===== config.mk =====
export PLATFORM = sky130hd
export DESIGN_NAME = pirqe_top
export DESIGN_NICKNAME = d
export VERILOG_FILES = /design/src/rtl/pirqe_route.v /design/src/rtl/pirqe_top.v
export VERILOG_INCLUDE_DIRS = /design/src /design/src/rtl
export SDC_FILE = /design/constraint.sdc
export NUM_CORES = 1
export LEC_CHECK = 0
export ABC_CLOCK_PERIOD_IN_PS = 1800
export BUFFER_PORTS_ARGS = -buffer_cell sky130_fd_sc_hd__clkbuf_2
export CELL_PAD_IN_SITES_DETAIL_PLACEMENT = 1
export CELL_PAD_IN_SITES_GLOBAL_PLACEMENT = 2
export CORE_MARGIN = 2
export CORE_UTILIZATION = 33
export CTS_CLUSTER_DIAMETER = 120
export CTS_CLUSTER_SIZE = 30
export DETAILED_ROUTE_END_ITERATION = 16
export PLACE_DENSITY_LB_ADDON = 0.1
export SYNTH_ARGS = -nofsm -noshare
export SYNTH_HDL_FRONTEND = slang
export SYNTH_SLANG_ARGS = --single-unit

===== constraint.sdc =====
create_clock -name clk_sys -period 1.8 [get_ports clk_sys]
set_clock_uncertainty 0.15 [all_clocks]
set_input_delay 0.09 -clock clk_sys [delete_from_list [all_inputs] [get_ports clk_sys]]
set_output_delay 0.09 -clock clk_sys [all_outputs]
set_load 0.05 [all_outputs]

===== src/rtl/pirqe_defs.vh =====
// constant definitions for the peripheral interrupt enable and priority block
// assumes it is included by bare name; definitions only
`ifndef PIRQE_DEFS_VH
`define PIRQE_DEFS_VH

// register offsets on the plain register port
`define PIRQE_OFS_EN4 4'h0
`define PIRQE_OFS_EN5 4'h1
`define PIRQE_OFS_EN6 4'h2
`define PIRQE_OFS_PRI1 4'h3
`define PIRQE_OFS_CTRL 4'h4
`define PIRQE_OFS_STAT 4'h5
`define PIRQE_OFS_CLR 4'h6
`define PIRQE_OFS_IEN 4'h7

// implemented-bit masks and reset values
`define PIRQE_MASK_EN4 8'hFF
`define PIRQE_MASK_EN5 8'h77
`define PIRQE_MASK_EN6 8'hF7
`define PIRQE_MASK_PRI1 8'hFF
`define PIRQE_RST_EN 8'h00
`define PIRQE_RST_PRI1 8'hFF

// control register fields
`define PIRQE_CTRL_PRIO_BIT 7
`define PIRQE_CTRL_GATE_BIT 6

// event status bits
`define PIRQE_EV_HIGH 0
`define PIRQE_EV_LOW 1
`define PIRQE_EV_GROUP 2

`endif


===== src/rtl/pirqe_route.v =====
// one 8-bit request group: gates flags with enables and splits by priority
// assumes synchronous flag inputs in the clk_sys domain
`timescale 1ns/10ps

module pirqe_route
(
    input wire [7:0] flag,
    input wire [7:0] enable,
    input wire [7:0] priority_bits,
    input wire priority_levels_on,
    output wire [7:0] req_high,
    output wire [7:0] req_low
);

    wire [7:0] req;

    // a request needs both flag and enable; priority only counts when levels are on
    assign req = flag & enable;
    assign req_high = priority_levels_on ? (req & priority_bits) : req;
    assign req_low = priority_levels_on ? (req & ~priority_bits) : 8'h00;

endmodule // pirqe_route


===== src/rtl/pirqe_top.v =====
// peripheral interrupt enable registers 4..6, priority register 1 and routing
// assumes synchronous inputs on clk_sys and a one-cycle strobe register port
//
// The placing of the registers and the address-and-strobe port are this design's own decisions.
`timescale 1ns/10ps
`include "pirqe_defs.vh"

module pirqe_top
(
    // clock and reset
    input wire clk_sys,
    input wire sys_rst,
    // register port
    input wire [3:0] reg_addr,
    input wire [7:0] reg_wdata,
    input wire reg_write,
    input wire reg_read,
    output reg [7:0] reg_rdata,
    // request flags and the enable register 1 held outside
    input wire [7:0] flags_4,
    input wire [7:0] flags_5,
    input wire [7:0] flags_6,
    input wire [7:0] flags_1,
    input wire [7:0] enable_1,
    // registered requests and the summary interrupt
    output reg irq_high,
    output reg irq_low,
    output reg irq_out
);

    // register map on the 4-bit port
    //   0 enable 4: capture/compare 10..4 and enhanced unit 3
    //   1 enable 5: clock tuning and timer enables, bits 7 and 3 read zero
    //   2 enable 6: serial ports four and three, comparators, bit 3 reads zero
    //   3 priority 1: one bit per group 1 source, one means high
    //   4 control: bit 7 levels on, bit 6 peripheral gate, bit 0 any request
    //   5 status, read only: bit 0 high rise, bit 1 low rise, bit 2 any rise
    //   6 status clear, write only: ones clear, a same-cycle event still sets
    //   7 interrupt enable for the three status bits
    // groups 4..6 have no priority register here and always route high

    // software-visible registers
    reg [7:0] periph_irq_enable_4;
    reg [7:0] periph_irq_enable_5;
    reg [7:0] periph_irq_enable_6;
    reg [7:0] periph_irq_priority_1;
    reg priority_levels_on;
    reg peripheral_irq_gate;
    reg [2:0] irq_status;
    reg [2:0] irq_enable;
    reg any_prev;
    // routed requests per group
    wire [7:0] high_4;
    wire [7:0] low_4;
    wire [7:0] high_5;
    wire [7:0] low_5;
    wire [7:0] high_6;
    wire [7:0] low_6;
    wire [7:0] high_1;
    wire [7:0] low_1;
    // combinational next values and status events
    reg next_high;
    reg next_low;
    reg [2:0] next_status;
    reg [7:0] next_rdata;
    wire next_any;
    wire [2:0] events;
    wire clr_write;

    // groups without priority registers here route high until their own bits exist
    pirqe_route u_route4
    (
        .flag(flags_4),
        .enable(periph_irq_enable_4),
        .priority_bits(`PIRQE_RST_PRI1),
        .priority_levels_on(priority_levels_on),
        .req_high(high_4),
        .req_low(low_4)
    );

    pirqe_route u_route5
    (
        .flag(flags_5),
        .enable(periph_irq_enable_5),
        .priority_bits(`PIRQE_RST_PRI1),
        .priority_levels_on(priority_levels_on),
        .req_high(high_5),
        .req_low(low_5)
    );

    pirqe_route u_route6
    (
        .flag(flags_6),
        .enable(periph_irq_enable_6),
        .priority_bits(`PIRQE_RST_PRI1),
        .priority_levels_on(priority_levels_on),
        .req_high(high_6),
        .req_low(low_6)
    );

    // group 1 uses the priority register held here
    pirqe_route u_route1
    (
        .flag(flags_1),
        .enable(enable_1),
        .priority_bits(periph_irq_priority_1),
        .priority_levels_on(priority_levels_on),
        .req_high(high_1),
        .req_low(low_1)
    );

    // combine groups; gate bit required when levels are off
    always @*
    begin
        next_high = |{high_4, high_5, high_6, high_1};
        next_low = |{low_4, low_5, low_6, low_1};
        if (!priority_levels_on)
        begin
            // levels off: one shared vector behind the peripheral gate
            next_high = next_high & peripheral_irq_gate;
            next_low = 1'b0;
        end
    end

    // rising edges of the request lines are the block's events
    assign next_any = next_high | next_low;
    assign events[`PIRQE_EV_HIGH] = next_high & ~irq_high;
    assign events[`PIRQE_EV_LOW] = next_low & ~irq_low;
    assign events[`PIRQE_EV_GROUP] = next_any & ~any_prev;
    assign clr_write = reg_write && (reg_addr == `PIRQE_OFS_CLR);

    // status next value: clear first, then set, so a same-cycle event wins
    always @*
    begin
        next_status = irq_status;
        if (clr_write)
        begin
            next_status = next_status & ~reg_wdata[2:0];
        end
        next_status = next_status | events;
    end

    // enable registers; unimplemented positions never take a one
    always @(posedge clk_sys or posedge sys_rst)
    begin
        if (sys_rst)
        begin
            periph_irq_enable_4 <= `PIRQE_RST_EN;
            periph_irq_enable_5 <= `PIRQE_RST_EN;
            periph_irq_enable_6 <= `PIRQE_RST_EN;
        end
        else if (reg_write)
        begin
            if (reg_addr == `PIRQE_OFS_EN4)
            begin
                periph_irq_enable_4 <= reg_wdata & `PIRQE_MASK_EN4;
            end
            else if (reg_addr == `PIRQE_OFS_EN5)
            begin
                // bits 6,5 tuning; 4,2,0 timer match; 1 timer5 overflow
                periph_irq_enable_5 <= reg_wdata & `PIRQE_MASK_EN5;
            end
            else if (reg_addr == `PIRQE_OFS_EN6)
            begin
                periph_irq_enable_6 <= reg_wdata & `PIRQE_MASK_EN6;
            end
        end
    end

    // priority register 1 comes out of reset all high priority
    always @(posedge clk_sys or posedge sys_rst)
    begin
        if (sys_rst)
        begin
            periph_irq_priority_1 <= `PIRQE_RST_PRI1;
        end
        else if (reg_write && (reg_addr == `PIRQE_OFS_PRI1))
        begin
            periph_irq_priority_1 <= reg_wdata & `PIRQE_MASK_PRI1;
        end
    end

    // control register: priority levels switch and peripheral gate
    always @(posedge clk_sys or posedge sys_rst)
    begin
        if (sys_rst)
        begin
            priority_levels_on <= 1'b0;
            peripheral_irq_gate <= 1'b0;
        end
        else if (reg_write && (reg_addr == `PIRQE_OFS_CTRL))
        begin
            priority_levels_on <= reg_wdata[`PIRQE_CTRL_PRIO_BIT];
            peripheral_irq_gate <= reg_wdata[`PIRQE_CTRL_GATE_BIT];
        end
    end

    // interrupt enable for the three status bits
    always @(posedge clk_sys or posedge sys_rst)
    begin
        if (sys_rst)
        begin
            irq_enable <= 3'h0;
        end
        else if (reg_write && (reg_addr == `PIRQE_OFS_IEN))
        begin
            irq_enable <= reg_wdata[2:0];
        end
    end

    // sticky status: set wins over a same-cycle clear
    always @(posedge clk_sys or posedge sys_rst)
    begin
        if (sys_rst)
        begin
            irq_status <= 3'h0;
        end
        else
        begin
            irq_status <= next_status;
        end
    end

    // registered request outputs and the summary interrupt
    always @(posedge clk_sys or posedge sys_rst)
    begin
        if (sys_rst)
        begin
            irq_high <= 1'b0;
            irq_low <= 1'b0;
            irq_out <= 1'b0;
            any_prev <= 1'b0;
        end
        else
        begin
            irq_high <= next_high;
            irq_low <= next_low;
            irq_out <= |(irq_status & irq_enable);
            any_prev <= next_any;
        end
    end

    // read mux: unmapped, write-only and idle cycles give zero
    always @*
    begin
        next_rdata = 8'h00;
        if (reg_read)
        begin
            if (reg_addr == `PIRQE_OFS_EN4)
            begin
                next_rdata = periph_irq_enable_4;
            end
            else if (reg_addr == `PIRQE_OFS_EN5)
            begin
                next_rdata = periph_irq_enable_5 & `PIRQE_MASK_EN5;
            end
            else if (reg_addr == `PIRQE_OFS_EN6)
            begin
                next_rdata = periph_irq_enable_6 & `PIRQE_MASK_EN6;
            end
            else if (reg_addr == `PIRQE_OFS_PRI1)
            begin
                next_rdata = periph_irq_priority_1;
            end
            else if (reg_addr == `PIRQE_OFS_CTRL)
            begin
                next_rdata = {priority_levels_on, peripheral_irq_gate, 5'h00, any_prev};
            end
            else if (reg_addr == `PIRQE_OFS_STAT)
            begin
                next_rdata = {5'h00, irq_status};
            end
            else if (reg_addr == `PIRQE_OFS_IEN)
            begin
                next_rdata = {5'h00, irq_enable};
            end
        end
    end

    // read data stands only in the cycle after the strobe, zero otherwise
    always @(posedge clk_sys or posedge sys_rst)
    begin
        if (sys_rst)
        begin
            reg_rdata <= 8'h00;
        end
        else
        begin
            reg_rdata <= next_rdata;
        end
    end

endmodule // pirqe_top


==> metrics.txt <==
die area 0.00827 mm^2; fraction of layout cells with a size suffix above 1 47.0%; hold_sp reg_wdata[2]; reg-to-reg endpoint irq_status[2]; LEAKAGE 1.58 nW; Area growth syn-to-layout 33.8%; gr usage total 19.6%; Worst Hold Class primary input to flip-flop; ys async rst share 100%; Worst Tran Pin Value 0.479 ns; Ant. Diodes 0; worst-case clock buffer depth 2; Cells after Synth 219; post-layout min period 1.78 ns; status finished, final reports clean; met3 usage 3.32%; FMAX 562 MHz; clk slew on worst S/H paths 0.09 ns; Initial Utilization 34.2%; Clock Latency Late Sink 0.31 ns; DP HPWL 6.03 mm; WHS 0.00872 ns; Setup TNS Final 0 ns; final WL 7.67 mm; maxcap violations 0; crit-path cells o22ai_1 > o41a_1 > a221o_1; vias 2145; Synth Cell Area 0.00249 mm^2; Max stage delay on crit path 0.60 ns; final setup fails 0; Synth Flop Type dfrtp_1; number of synthesized flops with an enable pin 0; H-tree level count 2; GRT overflow 0; Synth warnings 0; CTS tree done; Final Cycle Share 98.9%; CP Class flip-flop to flip-flop; WHS Endpoint irq_enable[2]; RSZ-0062 raised after global routing true; Critical Path Source Type flip-flop; cts bufs inserted 5; synth unique cells 48; nets 372; final hold violation count 0; initial antenna violation count 0; Design Power 3.19 mW; largest net degree at the start of global routing 30; CP Capture Type flip-flop; 1st-pass router iterations 4; sequential area share after synthesis 49.5%; drc violations 0; Crit. Startpoint periph_irq_priority_1[1]; crit path DAT 1.83 ns; I/O pin cnt 67; clk sink count 49; FP Rows 31; die width 91.0 um; fin util 45.8%; GR Util met1 27.0%; post-synthesis register bit count 49; vias in the first global route 2290; port buffer count 63; Vias/cell 5.16; CP Max Fanout 4; first-pass GRT wire length 12.5 mm; GRT Max-Usage Layer met2; WP data required 1.85 ns; DR WL/cell 18.4 um; Hold Path Depth 2; critical path's slowest cell dfstp_2; Core Region 0.00729 mm^2; GPL Wtd Cong 0.769; PwrDens 957 mW/mm^2; Routed Antenna Nets 0; CTS root buf clkbuf_8; VDD IR max 0.000406 V; postcts setup bufs 0; DRT iter0 DRCs 108; Synth Area per Inst 11.4 um^2; R2R Path Start periph_irq_priority_1[1]; Slew HR 68.0%; met2 usage 32.5%; Slew Limit Fails 0; worst reg-to-reg setup slack 0.02 ns; Post-Syn Nets 275; R2R depth 3; Die H 91.0 um
==> flip-flops by register name (all words and copies together), names as in the netlist <==
signal,flops
periph_irq_enable_5,6
irq_out,1
priority_levels_on,1
periph_irq_priority_1,8
periph_irq_enable_6,7
peripheral_irq_gate,1
irq_low,1
any_prev,1
irq_status,3
irq_enable,3
irq_high,1
reg_rdata,8
periph_irq_enable_4,8
==> cells by family (layout without fill, tap and decap cells) <==
kind of cell | after synthesis | in the layout | share of synthesized area, %
buffers and inverters | 18 | 116 | 3.26
multiplexers | 36 | 36 | 18.3
AO/OA/AOI/OAI | 55 | 55 | 14.9
AND/OR/NAND/NOR | 61 | 61 | 14.0
flip-flops | 49 | 49 | 49.5
==> how the worst max path moves through the flow <==
| stage | to | slack, ns | cells past startpoint |
|---|---|---|---|
| 2_1_floorplan | irq_status[2] | 0.15 | 3 |
| 3_3_place_gp | irq_status[0] | -0.04 | 6 |
| 3_5_place_dp | irq_status[0] | -0.04 | 6 |
| 4_1_cts | irq_status[0] | 0.004 | 6 |
| 5_1_grt | irq_status[0] | -0.05 | 6 |
| 6_report | irq_status[2] | 0.02 | 3 |
==> cell usage after synthesis (3+ instances only) <==
master	number	area, um^2
o22ai_1	8	50.1
a221oi_1	3	26.3
nor3_1	3	15.0
a21oi_1	10	50.1
buf_2	5	25.0
nor2_1	4	15.0
mux2_2	23	259
dfrtp_1	41	1030
a22oi_1	4	30.0
mux2_4	8	120
o21ai_0	12	60.1
nand3_1	3	15.0
dfstp_2	8	210
a22o_1	5	43.8
nand2_1	22	82.6
nor2b_1	11	68.8
inv_1	10	37.5
==> power breakdown <==
| part | leakage [nW] | switching (mW) | internal (mW) |
|---|---|---|---|
| logic | 0.947 | 0.454 | 0.507 |
| clock network | 0.0456 | 0.387 | 0.278 |
| registers | 0.585 | 0.213 | 1.35 |
| total | 1.58 | 1.05 | 2.14 |
==> layer usage <==
metal / vias to the layer above / share of wire [%]
met3: 6 / 3.2
li1: 1006 / -
met4: 0 / 0.93
met1: 1089 / 47
met5: - / 0
met2: 44 / 49
==> critical path, delay by kind of cell (launching register included) <==
kind,cells,cell delay [ns]
AO/OA/AOI/OAI,3,0.92
flip-flops,1,0.60
==> cells in the final DEF (no fill, tap or decap), types with 2 or more instances in the layout <==
cell	n
nand3b_1	2
buf_4	23
dfrtp_1	41
dfstp_2	8
mux2_4	8
clkbuf_8	5
a222oi_1	2
and2_1	2
buf_12	3
mux2i_1	2
inv_1	9
o22ai_1	8
nand2_1	22
o21ai_0	11
nand3_1	3
a22o_1	5
dlygate4sd3_1	9
nor2_1	4
and4b_1	2
clkbuf_2	63
mux4_2	2
a22oi_1	2
a221oi_2	3
mux2_2	23
a21oi_1	10
nor3_1	3
a22oi_2	2
nor2b_1	11
==> timing repair <==
item	in CTS	in global routing
endpoints found under the hold margin	47	0
pin swaps	3	1
endpoints found under the setup margin	3	3
gates resized for setup	6	3
hold buffers	9	0
==> area by class of cell <==
type	instances	area, um^2
fill	872	3960
sequential	49	1240
multi-input combinational	152	1210
timing repair buffer	98	638
tap	99	124
clock buffer	6	72.6
inverter	10	37.5
clock inverter	2	13.8
==> stage by stage <==
stage          cell area [um^2]  worst slack (ns)  std cells
2_1_floorplan              2490             0.151        219
3_3_place_gp               3120           -0.0436        399
3_5_place_dp               3120           -0.0431        399
4_1_cts                    3330           0.00423        416
5_1_grt                    3340           -0.0503        416
6_report                   3340            0.0199        416
(Power assumes the default switching activity.)
